===== src/rtl/reset_ctl_cfg.svh =====
`ifndef RESET_CTL_CFG_SVH
`define RESET_CTL_CFG_SVH

// Processor clock period in nanoseconds (20 MHz).
`define CLK_PERIOD_NS       50
// Least power-up hold of the reset pin, in processor clocks.
`define CPU_HOLD_CYCLES     16
// Least power-up hold of the reset pin for memory, in nanoseconds.
`define DRAM_HOLD_NS        200000
`define DRAM_HOLD_CYCLES    ((`DRAM_HOLD_NS + `CLK_PERIOD_NS - 1) / `CLK_PERIOD_NS)
// Width of the hold counter; it saturates at the memory hold count.
`define HOLD_CNT_W          12
// Length of the watchdog reset pulse in processor clocks.
`define WDOG_PULSE_CYCLES   4
`define WDOG_CNT_W          3
// Refresh interval code left after power-on: one refresh every 128 clocks.
`define REFRESH_POR_VALUE   2'h0

`endif


===== src/rtl/reset_ctl_pkg.sv =====
package reset_ctl_pkg;

   typedef enum logic [2:0] {
      ST_RUN       = 3'h1,
      ST_GEN_RESET = 3'h2,
      ST_WATCHDOG  = 3'h4
   } reset_state_t;

   // Reset lines handed to the rest of the processor.
   typedef struct packed {
      logic general;       // Whole chip and system bus.
      logic integer_unit;  // Integer unit only.
      logic boot_mode;     // Boot mode bit of the control register.
      logic watchdog;      // Watchdog reset in progress.
   } reset_out_t;

   // Power-up hold checks seen when the first general reset ended.
   typedef struct packed {
      logic cpu_hold_short;
      logic dram_hold_short;
   } hold_status_t;

   typedef struct packed {
      reset_state_t  state;
      logic          pin_sync1;
      logic          pin_sync2;
      logic [11:0]   hold_cnt;
      logic [2:0]    wdog_cnt;
      logic          por_pending;
      logic [1:0]    refresh_interval_field;
      hold_status_t  hold;
   } ctl_state_t;

endpackage


===== src/rtl/processor_reset_control.sv =====
`include "reset_ctl_cfg.svh"

// Operation
// RULE1 - Only general reset and watchdog reset exist.
// RULE2 - Trap with traps disabled raises watchdog reset.
// RULE3 - Watchdog resets integer unit and boot bit only.
// RULE4 - Reset pin asserted starts a general reset.
// RULE5 - Board holds reset 16 clocks after power-up.
// RULE6 - Board holds reset 200 us after power-up.
// RULE7 - Power-on reset end clears refresh interval field.
// RULE8 - Test port reset acts asynchronously.
// RULE9 - Pin release synchronised before internal release.
module processor_reset_control (
   input  wire logic                      sys_clk,         // Processor clock.
   input  wire logic                      sys_rst,         // Power-on, high.
   input  wire logic                      reset_pin_n,     // Board reset pin.
   input  wire logic                      trap_taken,      // Trap this cycle.
   input  wire logic                      trap_enable_bit, // State reg trap en.
   input  wire logic                      refresh_wr_en,   // Field write strobe.
   input  wire logic [1:0]                refresh_wr_data, // Field write value.
   input  wire logic                      test_port_reset_n, // Test port reset.
   output reset_ctl_pkg::reset_out_t      resets,          // Reset lines.
   output logic [1:0]                     refresh_interval_field, // Field.
   output reset_ctl_pkg::hold_status_t    hold_status,     // Power-up checks.
   output logic                           test_logic_reset // Test logic reset.
);

   localparam logic [11:0] CPU_HOLD  = 12'(`CPU_HOLD_CYCLES);
   localparam logic [11:0] DRAM_HOLD = 12'(`DRAM_HOLD_CYCLES);
   localparam logic [2:0]  WDOG_LAST = 3'(`WDOG_PULSE_CYCLES - 1);

   reset_ctl_pkg::ctl_state_t cur_reg;
   reset_ctl_pkg::ctl_state_t cur_next;

   logic wdog_cause;
   logic pin_req;

   // The pin is seen only through the second synchroniser stage, so every
   // unit leaves reset on one and the same clock edge.
   assign pin_req    = cur_reg.pin_sync2;                             // [RULE9]
   assign wdog_cause = trap_taken && !trap_enable_bit;                // [RULE2]

   always_comb begin
      cur_next = cur_reg;
      cur_next.pin_sync1 = !reset_pin_n;                              // [RULE4]
      cur_next.pin_sync2 = cur_reg.pin_sync1;                         // [RULE9]
      if (refresh_wr_en) begin
         cur_next.refresh_interval_field = refresh_wr_data;
      end
      unique case (cur_reg.state)
         reset_ctl_pkg::ST_RUN: begin
            if (pin_req) begin
               cur_next.state    = reset_ctl_pkg::ST_GEN_RESET;       // [RULE4]
               cur_next.hold_cnt = 12'h000;
            end else if (wdog_cause) begin
               cur_next.state    = reset_ctl_pkg::ST_WATCHDOG;        // [RULE2]
               cur_next.wdog_cnt = WDOG_LAST;
            end
         end
         reset_ctl_pkg::ST_WATCHDOG: begin
            // A general reset overrides a watchdog reset in progress.
            if (pin_req) begin
               cur_next.state    = reset_ctl_pkg::ST_GEN_RESET;       // [RULE1]
               cur_next.hold_cnt = 12'h000;
            end else if (cur_reg.wdog_cnt == 3'h0) begin
               cur_next.state = reset_ctl_pkg::ST_RUN;
            end else begin
               cur_next.wdog_cnt = cur_reg.wdog_cnt - 3'h1;
            end
         end
         reset_ctl_pkg::ST_GEN_RESET: begin
            // Software cannot move the field while the chip is held in reset.
            cur_next.refresh_interval_field = cur_reg.refresh_interval_field;
            if (cur_reg.hold_cnt != DRAM_HOLD) begin
               cur_next.hold_cnt = cur_reg.hold_cnt + 12'h001;
            end
            if (!pin_req) begin
               cur_next.state = reset_ctl_pkg::ST_RUN;                // [RULE9]
               if (cur_reg.por_pending) begin
                  cur_next.por_pending = 1'b0;
                  cur_next.refresh_interval_field = `REFRESH_POR_VALUE; // [RULE7]
                  // The board's hold time is only reported; the chip
                  // cannot stretch a reset it does not own.
                  cur_next.hold.cpu_hold_short  =
                     (cur_reg.hold_cnt < CPU_HOLD);                   // [RULE5]
                  cur_next.hold.dram_hold_short =
                     (cur_reg.hold_cnt < DRAM_HOLD);                  // [RULE6]
               end
            end
         end
         default: begin
            cur_next.state    = reset_ctl_pkg::ST_GEN_RESET;
            cur_next.hold_cnt = 12'h000;
         end
      endcase
   end

   always_ff @(posedge sys_clk) begin
      if (sys_rst) begin
         cur_reg.state                  <= reset_ctl_pkg::ST_GEN_RESET;
         cur_reg.pin_sync1              <= 1'b1;
         cur_reg.pin_sync2              <= 1'b1;
         cur_reg.hold_cnt               <= 12'h000;
         cur_reg.wdog_cnt               <= 3'h0;
         cur_reg.por_pending            <= 1'b1;
         cur_reg.refresh_interval_field <= `REFRESH_POR_VALUE;
         cur_reg.hold                   <= 2'h0;
      end else begin
         cur_reg <= cur_next;
      end
   end

   // Watchdog reset touches only the integer unit and the boot mode bit;
   // the general line, and with it every other unit, stays quiet.
   assign resets.general      = (cur_reg.state == reset_ctl_pkg::ST_GEN_RESET);
   assign resets.watchdog     = (cur_reg.state == reset_ctl_pkg::ST_WATCHDOG);
   assign resets.integer_unit = resets.general || resets.watchdog;    // [RULE3]
   assign resets.boot_mode    = resets.general || resets.watchdog;    // [RULE3]
   assign refresh_interval_field = cur_reg.refresh_interval_field;
   assign hold_status            = cur_reg.hold;

   // No flop sits in this path, so the test logic is reset with no clock.
   assign test_logic_reset = !test_port_reset_n;                      // [RULE8]

   a_two_kinds: assert property ( // [RULE1]
      @(posedge sys_clk) disable iff (sys_rst)
      !(resets.general && resets.watchdog))
      else $error("general and watchdog reset active together");

   a_wdog_entry: assert property ( // [RULE2]
      @(posedge sys_clk) disable iff (sys_rst)
      (cur_reg.state == reset_ctl_pkg::ST_RUN) && !pin_req &&
      trap_taken && !trap_enable_bit |=> resets.watchdog)
      else $error("trap with traps disabled gave no watchdog reset");

   a_wdog_length: assert property ( // [RULE2]
      @(posedge sys_clk) disable iff (sys_rst)
      $rose(resets.watchdog) |->
         (resets.watchdog || resets.general)[*4] ##1 !resets.watchdog)
      else $error("watchdog reset pulse has wrong length");

   a_wdog_scope: assert property ( // [RULE3]
      @(posedge sys_clk) disable iff (sys_rst)
      resets.watchdog |-> resets.integer_unit && resets.boot_mode &&
         !resets.general)
      else $error("watchdog reset reached beyond its units");

   a_wdog_refresh: assert property ( // [RULE3]
      @(posedge sys_clk) disable iff (sys_rst)
      resets.watchdog && !refresh_wr_en |=>
         $stable(refresh_interval_field))
      else $error("watchdog reset changed the refresh field");

   a_pin_starts: assert property ( // [RULE4]
      @(posedge sys_clk) disable iff (sys_rst)
      !reset_pin_n ##1 !reset_pin_n ##1 !reset_pin_n |=> resets.general)
      else $error("held reset pin did not start general reset");

   a_por_refresh: assert property ( // [RULE7]
      @(posedge sys_clk) disable iff (sys_rst)
      $fell(resets.general) && $past(cur_reg.por_pending) |->
         refresh_interval_field == 2'h0 && !cur_reg.por_pending)
      else $error("refresh field not cleared after power-on reset");

   a_test_async: assert property ( // [RULE8]
      @(posedge sys_clk)
      !test_port_reset_n |-> test_logic_reset)
      else $error("test port reset not passed on");

   a_release_sync: assert property ( // [RULE9]
      @(posedge sys_clk) disable iff (sys_rst)
      $fell(resets.general) |-> $past(reset_pin_n, 3))
      else $error("general reset released without synchronised pin");

   a_hold_status: assert property ( // [RULE5]
      @(posedge sys_clk) disable iff (sys_rst)
      hold_status.cpu_hold_short |-> hold_status.dram_hold_short)
      else $error("hold status flags inconsistent");

   // The hold report is loaded once, when the power-on reset ends.
   a_hold_change: assert property ( // [RULE5]
      @(posedge sys_clk) disable iff (sys_rst)
      $changed(hold_status) |-> $fell(resets.general))
      else $error("hold status moved outside power-on release");

   a_dram_change: assert property ( // [RULE6]
      @(posedge sys_clk) disable iff (sys_rst)
      $changed(hold_status.dram_hold_short) |-> $past(cur_reg.por_pending))
      else $error("memory hold flag moved after power-on reset");

   a_gen_scope: assert property ( // [RULE1]
      @(posedge sys_clk) disable iff (sys_rst)
      resets.general |-> resets.integer_unit && resets.boot_mode &&
         !resets.watchdog)
      else $error("general reset did not reach every unit");

   a_field_frozen: assert property ( // [RULE7]
      @(posedge sys_clk) disable iff (sys_rst)
      resets.general |=>
         $stable(refresh_interval_field) || $fell(resets.general))
      else $error("refresh field moved during general reset");

   // Outside a general reset the field belongs to software alone.
   a_field_write: assert property ( // [RULE3]
      @(posedge sys_clk) disable iff (sys_rst)
      !resets.general && refresh_wr_en |=>
         refresh_interval_field == $past(refresh_wr_data))
      else $error("refresh field write was lost");

   // The pin reaches the state three edges late: two synchroniser stages, then the state register.
   a_pin_holds: assert property ( // [RULE4]
      @(posedge sys_clk) disable iff (sys_rst)
      !$past(reset_pin_n, 2) |=> resets.general)
      else $error("low reset pin did not hold general reset");

   a_trap_ignored: assert property ( // [RULE2]
      @(posedge sys_clk) disable iff (sys_rst)
      resets.general && trap_taken |=> !resets.watchdog)
      else $error("trap during general reset started watchdog");

   a_wdog_cause: assert property ( // [RULE2]
      @(posedge sys_clk) disable iff (sys_rst)
      $rose(resets.watchdog) |-> $past(wdog_cause))
      else $error("watchdog reset without a disabled trap");

endmodule


===== config.mk =====
export PLATFORM = sky130hd
export DESIGN_NAME = processor_reset_control
export DESIGN_NICKNAME = d
export VERILOG_FILES = /design/src/rtl/reset_ctl_pkg.sv /design/src/rtl/processor_reset_control.sv
export VERILOG_INCLUDE_DIRS = /design/src /design/src/rtl
export SDC_FILE = /design/constraint.sdc
export NUM_CORES = 1
export LEC_CHECK = 0
export ABC_AREA = 1
export ABC_CLOCK_PERIOD_IN_PS = 1600
export BUFFER_PORTS_ARGS = -buffer_cell sky130_fd_sc_hd__buf_2
export CAP_MARGIN = 40
export CORE_UTILIZATION = 57
export DETAILED_ROUTE_END_ITERATION = 7
export GPL_TIMING_DRIVEN = 0
export PLACE_DENSITY_LB_ADDON = 0.1
export SETUP_SLACK_MARGIN = 0.02
export SYNTH_ARGS = -nofsm -noshare
export SYNTH_HDL_FRONTEND = slang
export SYNTH_SLANG_ARGS = --single-unit

===== constraint.sdc =====
create_clock -name sys_clk -period 1.6 [get_ports sys_clk]
set_clock_uncertainty 0.15 [all_clocks]
set_input_delay 0.32 -clock sys_clk [delete_from_list [all_inputs] [get_ports sys_clk]]
set_output_delay 0.32 -clock sys_clk [all_outputs]
set_load 0.01 [all_outputs]

Word level (Yosys, flattened, before mapping). Cells that the tools add are included.

Reduce and logical (&&, ||, !) cells: 15. Bitwise logic cells: 1. Magnitude comparators: 2. Eq/ne operators: 14. Muxes and demuxes: 18. $add $sub $neg: 2.

Operators with widths (number): two-way mux 3 bit (9); two-way mux 12 bit (2); case mux 12 bit (2 select lines) (1); adder 12 x 1 -> 12 bit, second input constant (1); less-than comparator 12 bit, second input constant (1); less-than comparator 12 x 5 -> 1 bit, second input constant (1); two-way mux 4 bit (3); != test 12 bit, second input constant (1); != test 2 bit, second input constant (5); case mux 3 bit (3 select lines) (1); AND reduction 3 bit (3); != test 2 x 1 -> 1 bit, second input constant (3); case mux 3 bit (2 select lines) (1); AND reduction 5 bit (1); AND reduction 2 bit (2); nonzero test 2 bit (2); == test 3 x 1 -> 1 bit, second input constant (1); == test 3 x 2 -> 1 bit, second input constant (1); == test 3 bit, second input constant (1); zero test 1 bit (3); zero test 3 bit (1); != test 3 x 1 -> 1 bit, second input constant (1); != test 3 bit, second input constant (1); subtractor 3 x 1 -> 3 bit, second input constant (1); 5 further kinds (5).

Register bits: 25. Word-level logic and storage cells: 61. Output and inout port bits: 9. Input bits: 9.

Longest topological paths before layout. Gate-level depths: netlist of run 1.

Depth after elaboration: 5. Depth in mapped cells: 10.

Worst setup path before layout of run 1. OpenSTA, ideal clock, no wires.

Path type: reg-to-reg. From: register cur_reg[8] (netlist bit). To: register cur_reg[16] (netlist bit). Cell stages (with the launch flop): 10. Clock period less this slack: 1.457 ns. Buffers on the path: 0. Data arrival time: 1.176 ns. Required time: 1.319 ns. Setup time: 0.131 ns. Slack: 0.143 ns. Cells stage by stage: dfxtp_1 inv_1 ha_1 nand3_1 nor2_2 nand2_4 nand2_8 inv_2 nand2_1 a21oi_2.

Longest elaborated chain between the ends: 3.

Ends and longest elaborated chain: start: declaration (line processor_reset_control.sv:32) `reset_ctl_pkg::ctl_state_t cur_reg;`; start signal: assignment (line processor_reset_control.sv:109) `cur_reg <= cur_next;`; adder 12 x 1 -> 12 bit or != test 12 bit (tied branches) (line processor_reset_control.sv:75, processor_reset_control.sv:74); two-way mux 12 bit or != test 2 x 1 -> 1 bit (tied branches); case mux 12 bit (2 select lines) or AND reduction 2 bit (tied branches).

Several ways; a longest one is shown, not always the timed one. The select of a mux whose other input is x is not followed. A chain may end at the register's enable or synchronous reset.

==> results of run 1 <==
==> logic make-up (layout without fill, tap and decap cells) <==
logic type | after synthesis | in the layout | synth area share [%]
AOI/OAI and AO/OA | 29 | 29 | 10.18
adders and majority gates | 4 | 4 | 3.257
buffers and inverters | 42 | 69 | 12.13
DFF | 25 | 25 | 32.57
and+or+nand+nor | 126 | 127 | 41.86
==> power by group through the flow <==
stage | sequential [uW] | clock, uW | combinational (uW)
floorplan | 709 | 0 | 303
global route | 731 | 329 | 586
global placement | 716 | 0 | 395
finish | 724 | 302 | 526
CTS | 711 | 308 | 492
detailed placement | 717 | 0 | 404
==> placed cells by master (no fill, tap or decap), types with 3 or more instances in the layout <==
cell type / netlist / routed
sky130_fd_sc_hd__nand2_1: 55 / 54
sky130_fd_sc_hd__nor2_1: 29 / 28
sky130_fd_sc_hd__inv_1: 27 / 25
sky130_fd_sc_hd__dfxtp_1: 25 / 17
sky130_fd_sc_hd__buf_2: 1 / 16
sky130_fd_sc_hd__a21oi_1: 15 / 13
sky130_fd_sc_hd__nand3_1: 13 / 11
sky130_fd_sc_hd__buf_4: 5 / 9
sky130_fd_sc_hd__o21ai_0: 8 / 7
sky130_fd_sc_hd__inv_2: 5 / 6
sky130_fd_sc_hd__dfxtp_2: 0 / 6
sky130_fd_sc_hd__nor2_2: 6 / 5
sky130_fd_sc_hd__nand4_1: 5 / 5
sky130_fd_sc_hd__buf_6: 1 / 4
sky130_fd_sc_hd__nor2_4: 2 / 4
sky130_fd_sc_hd__nand3_2: 2 / 4
sky130_fd_sc_hd__a21oi_2: 2 / 4
sky130_fd_sc_hd__nand2_2: 3 / 3
sky130_fd_sc_hd__nand2_4: 1 / 3
sky130_fd_sc_hd__o21ai_1: 2 / 3
sky130_fd_sc_hd__ha_1: 4 / 3
sky130_fd_sc_hd__clkbuf_4: 0 / 3
==> through the flow <==
step	total power, uW	setup WS (ns)	instance area (um2)	instances	hold slack (ns)
after floorplan	1013	0.1430	1536	226	0.2324
after global placement	1111	-0.04839	1659	273	0.2453
after detailed placement	1121	-0.05684	1659	273	0.2620
after CTS	1511	-0.01914	1762	282	0.05325
after global routing	1647	-0.07863	1836	284	0.04174
final	1551	-0.03085	1836	284	0.04482
==> timing repair <==
| item | in CTS | in global routing |
|---|---|---|
| cloned | 0 | 1 |
| resized for setup | 13 | 16 |
| setup endpoints to repair | 16 | 19 |
| endpoints found under the hold margin | 1 | 0 |
| buffers inserted | 4 | 1 |
| pin swaps | 4 | 6 |
| hold buffers | 1 | 0 |
==> cell type report <==
| class | instances | area [um2] | area share [%] |
|---|---|---|---|
| multi-input combinational | 160 | 910.9 | 49.63 |
| sequential | 25 | 515.5 | 28.08 |
| timing repair buffer | 23 | 145.1 | 7.907 |
| inverter | 34 | 135.1 | 7.362 |
| buffer | 8 | 61.31 | 3.340 |
| tap | 30 | 37.54 | 2.045 |
| clock buffer | 3 | 22.52 | 1.227 |
| clock inverter | 1 | 7.507 | 0.4090 |
==> final timing paths <==
| kind | startpoint | endpoint | depth (start not counted) |
|---|---|---|---|
| min reg2reg | cur_next[20] | pin_req | 1 |
| min | sys_rst | cur_reg[10] | 2 |
| max | cur_reg[24] | resets[3] | 5 |
| max reg2reg | cur_reg[8] | cur_reg[16] | 9 |
==> routing by layer <==
metal | wire, um | GRT usage (%) | up-vias
li1 | - | - | 769
met4 | 44 | 7.895 | 0
met5 | 0 | 0 | -
met2 | 1560 | 41.77 | 38
met1 | 1611 | 34.19 | 632
met3 | 166 | 3.390 | 4
==> reports/metrics.csv, run 1 <==
stage;metric;value;unit
outcome;status;complete, but fails checks;
outcome;failed_checks;setup timing;
timing;final-setup-viol-count;2;
detailed_routing;vias_per_cell;5.081;
hold_path;min_path_type;primary input to register;
worst_setup_path;cp_max_stage_cell;sky130_fd_sc_hd__dfxtp_2;
power_and_ir_drop;internal_power;1016;uW
detailed_routing;detail_route.wirelength;3382;um
synth;register_area_share_after_synthesis;32.57;%
global_routing;number_of_antenna_violations_at_the_first_check_in_global_routing;0;
synth;yosys-top-cells-count;sky130_fd_sc_hd__nand2_1 (55), sky130_fd_sc_hd__nor2_1 (29), sky130_fd_sc_hd__inv_1 (27);
synth;syn_avg_cell_area;6.799;um2
die;floorplan.die.height;53.92;um
worst_setup_path;critPathMaxStageDelay;0.37;ns
clock_tree;tritoncts.num_buffers;3;
clock_tree;cts.clk_slew.worst_paths;0.15;ns
clock_tree;clock_tree_from_tritoncts;yes;
timing;tightestPinTransition;0.5436;ns
global_routing;grt_pass1_wl;5237;um
global_routing;grt_pass1_vias;1217;
timing;layout_setup_ws;-0.03085;ns
timing;rsz_0062_raised_after_global_routing;true;
synth;synthesis.instances;226;
detailed_routing;initialDrtViolationCount;56;
worst_setup_path;worst-endpoint-arrival;1.16;ns
clock_tree;cts_max_path_buffers;2;
timing;hold_viol;0;
synth;synthesis.nets;239;
power_and_ir_drop;switching_power;535.3;uW
synth;async_reset_ff_share;0;%
synth;synth-edff-count;0;
clock_tree;cts-root-buf;sky130_fd_sc_hd__clkbuf_4;
final_layout;final_layout_size_suffix_gt1_share;31.10;%
power_and_ir_drop;power.clock.fraction;19.5;%
power_and_ir_drop;combinational_share_of_power;33.9;%
detailed_routing;routed_wire_length_per_instance;11.91;um
power_and_ir_drop;maximum_ir_drop_on_the_vdd_rail;0.8589;mV
clock_tree;h_tree_depth;1;
die;floorplan_core_area;0.002522;mm2
worst_setup_path;critical_path.startpoint_type;register;
power_and_ir_drop;p_leak;0.0008114;uW
final_layout;flip_flop_count_of_the_largest_register_after_layout;19;
global_routing;grt_start_max_net_pins;16;
synth;synthMostInstantiatedCell;sky130_fd_sc_hd__nand2_1;
timing;worst_slew_margin_rel;63.76;%
worst_setup_path;crit_required;1.13;ns
worst_setup_path;cpLargestDelayFamily;flip-flops;
global_routing;gr-total-overflow;0;
power_and_ir_drop;p_per_area;845.2;mW/mm2
synth;synth_top_cells_by_area;sky130_fd_sc_hd__dfxtp_1 (33%), sky130_fd_sc_hd__nand2_1 (13%), sky130_fd_sc_hd__nor2_1 (7.1%);
worst_setup_path;timing.critical_path.fanout_max;3;
timing;post-route-period-util;101.9;%
detailed_routing;remaining_drc_errors;0;
die;rows;18;
final_layout;diodes;0;
worst_setup_path;critPathCaptureType;output port;
synth;number_of_warnings_issued_by_yosys;0;
placement;port_buffers;17;
synth;share_of_the_synthesized_area_in_the_top_cell_type;32.57;%
final_layout;fin_nets;268;
power_and_ir_drop;netSwitchingFraction;34.51;%
power_and_ir_drop;seq_power_share;46.6;%
job;maxCapViolations;0;
timing;period_needed;1.631;ns
final_layout;layout.core_utilization;72.77;%
clock_tree;clkLatencyLatePin;0.32;ns
worst_setup_path;worst-setup-path-type;register to output port;
worst_setup_path;critPathMostFrequentCell;sky130_fd_sc_hd__buf_6;
die;ios;18;
timing;final_max_slew_viol_count;0;
worst_setup_path;critical_path.n_buffers_inverters;4;
worst_setup_path;critical_path.cell_chain;inv_2, nand3_4, clkinv_4, buf_6, buf_6;
final_layout;area_growth;19.46;%
synth;synth_cell_types;32;
clock_tree;clock_sink_count;25;
final_layout;filler_cell_count;225;
synth;most_area_hungry_cell_type_in_the_yosys_netlist;sky130_fd_sc_hd__dfxtp_1;
detailed_routing;detailedRoute.firstPassIterationCount;4;
placement;dp.final_hpwl;2348;um
die;die_area;0.002907;mm2
placement;routabilityCongestion;0.8878;
global_routing;global_route.usage.total;25.46;%
worst_setup_path;rrSetupSlack;0.03;ns
timing;final.setup.tns;-0.05187;ns
die;initial_standard_cell_utilization_of_the_core;60.91;%
synth;synth-seq-cells;25;
detailed_routing;via_total_after_detailed_routing;1443;
synth;synth_flop_cell;sky130_fd_sc_hd__dfxtp_1;
die;dieWidth;53.92;um
synth;netlist_area;0.001536;mm2
timing;max_clock_freq;613.2;MHz
detailed_routing;detail-route-antenna-nets;0;
Power figures use the tool's default switching activity.
==> run 2, diff against run 1 <==
- GPL_TIMING_DRIVEN: 0 -> default
==> run 2 against run 1 <==
Effect of this change:
- the run now ends clean
- count of clock-buffer cells in the layout increased by 1
- via count increased by 2.0%
- die area unchanged
- design area decreased by 3.6%
- combinational power decreased by 8.0%
- hold slack improved by 0.033 ns
- clock power decreased by 2%
- sequential power decreased by 2%
- fmax increased by 3.1%
- flip-flop and latch count unchanged
- register-to-register slack improved by 0.03 ns
- non-clock buffer count decreased by 5
- critical endpoint is now resets[1]
- highest routed layer unchanged
==> reports/metrics.csv, run 2 (synthesized netlist as in run 1, its figures left out) <==
stage;metric;value;unit;change
outcome;status;completed;;
worst_setup_path;crit_required;1.13;ns;about the same
clock_tree;clkLatencyLatePin;0.33;ns;about the same
worst_setup_path;critical_path.cell_chain;inv_2, nand3_4, nand2_4, buf_6;;
die;rows;18;;unchanged
final_layout;filler_cell_count;211;;-6.2%
final_layout;mostFrequentLayoutCells;sky130_fd_sc_hd__nand2_1 (54), sky130_fd_sc_hd__nor2_1 (28), sky130_fd_sc_hd__inv_1 (25);;
die;floorplan.die.height;53.92;um;unchanged
timing;final_max_slew_viol_count;0;;unchanged
worst_setup_path;timing.critical_path.fanout_max;3;;unchanged
job;maxCapViolations;0;;unchanged
power_and_ir_drop;p_per_area;843.0;mW/mm2;-0.26%
detailed_routing;detail_route.wirelength;3468;um;+2.5%
timing;hold_viol;0;;unchanged
timing;final-setup-viol-count;0;;-2
detailed_routing;detailedRoute.firstPassIterationCount;4;;unchanged
worst_setup_path;cpLargestDelayFamily;flip-flops;;
timing;rsz_0062_raised_after_global_routing;true;;
detailed_routing;remaining_drc_errors;0;;unchanged
timing;worst_slew_margin_rel;77.48;%;+14 points
clock_tree;tritoncts.num_buffers;3;;unchanged
final_layout;fin_nets;262;;-2.2%
detailed_routing;vias_per_cell;5.295;;+4.2%
timing;final.setup.tns;0;ns;+0.05187 ns
clock_tree;cts_max_path_buffers;2;;unchanged
power_and_ir_drop;maximum_ir_drop_on_the_vdd_rail;0.8041;mV;-6.4%
die;initial_standard_cell_utilization_of_the_core;60.91;%;unchanged
die;floorplan_core_area;0.002522;mm2;unchanged
worst_setup_path;worst-setup-path-type;register to output port;;
final_layout;final_layout_size_suffix_gt1_share;27.82;%;-3.3 points
placement;dp.final_hpwl;2593;um;+10%
global_routing;number_of_antenna_violations_at_the_first_check_in_global_routing;0;;unchanged
timing;holdWs;0.07764;ns;+0.03282 ns
detailed_routing;initialDrtViolationCount;36;;-36%
worst_setup_path;worst-endpoint-arrival;1.11;ns;-0.05 ns
hold_path;min_path_type;primary input to register;;
worst_setup_path;critPathCaptureType;output port;;
worst_setup_path;critical_path.startpoint_type;register;;
global_routing;global_route.usage.total;26.63;%;+1.2 points
worst_setup_path;critPathMaxStageDelay;0.38;ns;about the same
final_layout;diodes;0;;unchanged
placement;port_buffers;17;;unchanged
global_routing;grt_start_max_net_pins;15;;-1
power_and_ir_drop;p_leak;0.0007781;uW;-4.1%
timing;period_needed;1.582;ns;-0.04920 ns
clock_tree;clock_tree_from_tritoncts;yes;;
final_layout;flip_flop_count_of_the_largest_register_after_layout;19;;unchanged
global_routing;gr-total-overflow;0;;unchanged
die;ios;18;;unchanged
global_routing;grt_pass1_wl;5423;um;+3.6%
global_routing;grt_pass1_vias;1269;;+4.3%
detailed_routing;detail-route-antenna-nets;0;;unchanged
placement;dp.cells;269;;-1.5%
clock_tree;h_tree_depth;1;;unchanged
detailed_routing;via_total_after_detailed_routing;1472;;+2.0%
final_layout;final_cell_count_no_fill;278;;-2.1%
placement;routabilityCongestion;0.9679;;+9.0%
die;die_area;0.002907;mm2;unchanged
timing;tightestPinTransition;0.3343;ns;-0.2093 ns
detailed_routing;routed_wire_length_per_instance;12.47;um;+4.8%
worst_setup_path;critical_path.n_buffers_inverters;2;;-2
final_layout;most_common_library_cell_in_the_layout_ignoring_fill_and_taps;sky130_fd_sc_hd__nand2_1;;
timing;max_clock_freq;632.3;MHz;+3.1%
worst_setup_path;cp_max_stage_cell;sky130_fd_sc_hd__dfxtp_4;;
final_layout;area_growth;15.15;%;
timing;post-route-period-util;98.85;%;-3.1 points
clock_tree;clock_sink_count;25;;unchanged
clock_tree;cts.clk_slew.worst_paths;0.14;ns;about the same
die;dieWidth;53.92;um;unchanged
clock_tree;cts-root-buf;sky130_fd_sc_hd__clkbuf_4;;
final_layout;layout.core_utilization;70.14;%;-2.6 points
==> run 2: final cells by class <==
class	count	area, um2	area share [%]
multi-input cells	159	870.8	49.22
flip-flops and latches	25	514.2	29.07
repair buffers	26	180.2	10.18
inverters	34	140.1	7.921
well taps	30	37.54	2.122
clock buffers	4	26.28	1.485
==> run 2: repair_timing <==
item                       CTS  global route
hold endpoints to repair     1             0
hold buffers                 1             0
resized for setup            5            18
buffers inserted             1             3
setup endpoints to repair    4            12
pin swaps                    1             4
==> run 2: worst register-to-register path, stage by stage (launching register included) <==
cell                      delay (ns)
sky130_fd_sc_hd__dfxtp_4        0.38
sky130_fd_sc_hd__inv_2          0.06
sky130_fd_sc_hd__nand3_4        0.13
sky130_fd_sc_hd__buf_4          0.21
sky130_fd_sc_hd__nor2_4         0.12
sky130_fd_sc_hd__nand2_4        0.10
sky130_fd_sc_hd__nand2_8        0.10
sky130_fd_sc_hd__inv_2          0.05
sky130_fd_sc_hd__nand2_1        0.05
sky130_fd_sc_hd__nand2_1        0.06
sky130_fd_sc_hd__nor2_2         0.08
==> run 2: final timing paths <==
path	start	to	slack (ns)	cells past startpoint
setup reg to reg	cur_reg[22]	cur_reg[15]	0.06	10
setup / recovery	cur_reg[22]	resets[1]	0.02	4
hold reg to reg	cur_next[20]	pin_req	0.28	1
hold / removal	refresh_wr_data[0]	refresh_interval_field[0]	0.08	3
==> run 2: per-stage QoR <==
stage	cell area, um2	setup WS, ns	power [uW]
final	1769	0.01835	1492
after global routing	1769	-0.03085	1574
after CTS	1690	0.005276	1407
after detailed placement	1632	0.1017	1084
after global placement	1632	0.1320	1076
after floorplan	1536	0.1430	1013
==> run 2: report_power, final <==
part | internal [uW] | total (uW) | switching (uW)
Sequential | 672 | 713 | 40.9
Clock | 97.9 | 295 | 197
Combinational | 219 | 484 | 265
==> run 2: routing by layer <==
layer	vias up	wire length (um)	track usage [%]
met5	-	0	0
met4	0	70	10.96
met3	9	287	6.780
met2	54	1529	41.98
met1	652	1582	34.13
li1	757	-	-
==> run 3, diff against run 2 <==
- ABC_CLOCK_PERIOD_IN_PS: 1600 -> 1500
- clock period: 1.6 -> 1.5 ns (I/O delays scaled with it)
==> run 3 against run 2 <==
Effect of this change:
- the flow now finishes with violations (setup timing)
- largest cell class unchanged
- core utilization is 5.9 points higher
- critical endpoint is now cur_reg[22]
- final cell count is 3.6% higher
- critical path type is now register to register
- highest routed layer unchanged
- design area is 8.3% higher
- sequential power is 7.3% higher
==> reports/metrics.csv, run 3 (synthesized netlist as in run 1, its figures left out) <==
stage;metric;value;unit;change
clock_tree;tritoncts.num_buffers;3;;unchanged
worst_setup_path;worst-setup-path-type;register to register;;
timing;post-route-period-util;109.6;%;
power_and_ir_drop;switching_power;621.0;uW;+24%
final_layout;mostFrequentLayoutCells;sky130_fd_sc_hd__nand2_1 (52), sky130_fd_sc_hd__nor2_1 (27), sky130_fd_sc_hd__inv_1 (23);;
power_and_ir_drop;seq_power_share;44.7;%;-3.1 points
timing;tightestPinTransition;0.5719;ns;+0.2376 ns
timing;final-setup-viol-count;12;;+12
die;initial_standard_cell_utilization_of_the_core;60.91;%;unchanged
detailed_routing;initialDrtViolationCount;68;;+89%
timing;layout_setup_ws;-0.1438;ns;-0.1622 ns
global_routing;grt_pass1_wl;6009;um;+11%
die;rows;18;;unchanged
global_routing;number_of_antenna_violations_at_the_first_check_in_global_routing;0;;unchanged
timing;final.setup.tns;-0.6948;ns;-0.6948 ns
die;floorplan_core_area;0.002522;mm2;unchanged
timing;worst_slew_margin_rel;61.47;%;-16 points
placement;placement.setup.worst_slack;0.008948;ns;-0.09277 ns
final_layout;fin_nets;272;;+3.8%
clock_tree;clock_sink_count;25;;unchanged
worst_setup_path;timing.critical_path.fanout_max;2;;-1
outcome;failed_checks;setup timing;;
final_layout;filler_cell_count;195;;-7.6%
worst_setup_path;r2r-start;cur_reg[24];;
power_and_ir_drop;internal_power;1090;uW;+10%
timing;final_max_slew_viol_count;0;;unchanged
die;ios;18;;unchanged
clock_tree;h_tree_depth;1;;unchanged
worst_setup_path;crit_required;1.59;ns;+0.46 ns
timing;hold_viol;0;;unchanged
global_routing;global_route.usage.total;29.26;%;+2.6 points
outcome;status;complete, but fails checks;;
final_layout;most_common_library_cell_in_the_layout_ignoring_fill_and_taps;sky130_fd_sc_hd__nand2_1;;
global_routing;grt_start_max_net_pins;16;;+1
worst_setup_path;critPathCaptureType;register;;
power_and_ir_drop;maximum_ir_drop_on_the_vdd_rail;0.8132;mV;+1.1%
detailed_routing;remaining_drc_errors;0;;unchanged
power_and_ir_drop;netSwitchingFraction;36.29;%;+2.6 points
placement;routabilityCongestion;0.9885;;+2.1%
clock_tree;clkLatencyLatePin;0.34;ns;about the same
placement;dp.final_hpwl;2668;um;+2.9%
final_layout;final_layout_size_suffix_gt1_share;36.43;%;+8.6 points
detailed_routing;vias_per_cell;5.528;;+4.4%
clock_tree;cts-root-buf;sky130_fd_sc_hd__clkbuf_4;;
die;die_area;0.002907;mm2;unchanged
die;dieWidth;53.92;um;unchanged
worst_setup_path;critical_path.startpoint_type;register;;
detailed_routing;routed_wire_length_per_instance;14.75;um;+18%
clock_tree;clock_tree_from_tritoncts;yes;;
hold_path;holdCritStartpoint;refresh_wr_data[0];;
power_and_ir_drop;combinational_share_of_power;35.4;%;+3.0 points
timing;rsz_0062_raised_after_global_routing;true;;
hold_path;min_path_type;primary input to register;;
power_and_ir_drop;power.clock.fraction;19.9;%;about the same
clock_tree;cts_max_path_buffers;2;;unchanged
detailed_routing;detail-route-antenna-nets;0;;unchanged
global_routing;gr-total-overflow;0;;unchanged
die;floorplan.die.height;53.92;um;unchanged
final_layout;flip_flop_count_of_the_largest_register_after_layout;19;;unchanged
power_and_ir_drop;p_per_area;892.7;mW/mm2;+5.9%
timing;period_needed;1.644;ns;
power_and_ir_drop;p_leak;0.0008435;uW;+8.4%
detailed_routing;detail_route.wirelength;4248;um;+22%
global_routing;grt_pass1_vias;1344;;+5.9%
worst_setup_path;worst_setup_path_startpoint;cur_reg[24];;
placement;port_buffers;17;;unchanged
detailed_routing;via_total_after_detailed_routing;1592;;+8.2%
detailed_routing;detailedRoute.firstPassIterationCount;4;;unchanged
final_layout;diodes;0;;unchanged
job;maxCapViolations;0;;unchanged
worst_setup_path;worst-endpoint-arrival;1.73;ns;+0.62 ns
timing;max_clock_freq;608.3;MHz;
clock_tree;cts.clk_slew.worst_paths;0.15;ns;about the same
final_layout;area_growth;24.76;%;
-- run 3: per-layer routing --
layer  track usage (%)  part of all wire [%]  vias up
li1                  -                     -      774
met1             37.20                    42      737
met2             50.62                    50       69
met3             3.390                   6.6       12
met4             9.649                   2.1        0
met5                 0                     0        -
-- run 3: repair_timing --
item	4_1_cts	5_1_grt
pin swaps	9	8
endpoints found under the hold margin	1	0
gates resized for setup	28	15
endpoints found under the setup margin	15	23
setup buffers	5	4
hold buffers	1	0
cloned	1	0
-- run 3: final timing paths --
path	slack [ns]	depth (start not counted)	end
setup / recovery	-0.14	8	cur_reg[22]
hold / removal	0.04	3	refresh_interval_field[0]
setup reg to reg	-0.14	8	cur_reg[22]
hold reg to reg	0.29	1	pin_req
-- run 3: layout make-up --
class	count	area [um2]	area share (%)
repair buffers	35	252.7	13.19
well taps	30	37.54	1.958
inverters	34	132.6	6.919
multi-input cells	160	949.7	49.54
clock inverters	1	7.507	0.3916
clock buffers	3	22.52	1.175
flip-flops and latches	25	514.2	26.83
-- run 3: worst max-delay path, stage by stage (launching register included) --
cell and delay (ns):
sky130_fd_sc_hd__dfxtp_2 0.37, sky130_fd_sc_hd__inv_2 0.06, sky130_fd_sc_hd__buf_4 0.12, sky130_fd_sc_hd__nand3_1 0.12, sky130_fd_sc_hd__inv_1 0.05, sky130_fd_sc_hd__o21ai_0 0.22
sky130_fd_sc_hd__nor2_1 0.14, sky130_fd_sc_hd__a31oi_1 0.24, sky130_fd_sc_hd__nor2_1 0.08
-- run 3: through the flow --
step | cell area (um2) | std cells | hold slack (ns) | power (uW) | util (%)
2_1_floorplan | 1536 | 226 | 0.2124 | 1080 | -
3_3_place_gp | 1662 | 273 | 0.2415 | 1191 | 65.87
3_5_place_dp | 1662 | 273 | 0.2581 | 1202 | 65.87
4_1_cts | 1837 | 284 | 0.04415 | 1655 | 72.82
5_1_grt | 1917 | 288 | 0.04250 | 1797 | 75.99
6_report | 1917 | 288 | 0.04470 | 1711 | 75.99
-- run 3: power by group through the flow --
stage / clock network [uW] / registers (uW) / logic (uW)
3_5_place_dp: 0 / 762 / 440
2_1_floorplan: 0 / 757 / 323
4_1_cts: 334 / 755 / 566
6_report: 340 / 765 / 606
3_3_place_gp: 0 / 758 / 433
5_1_grt: 357 / 772 / 668
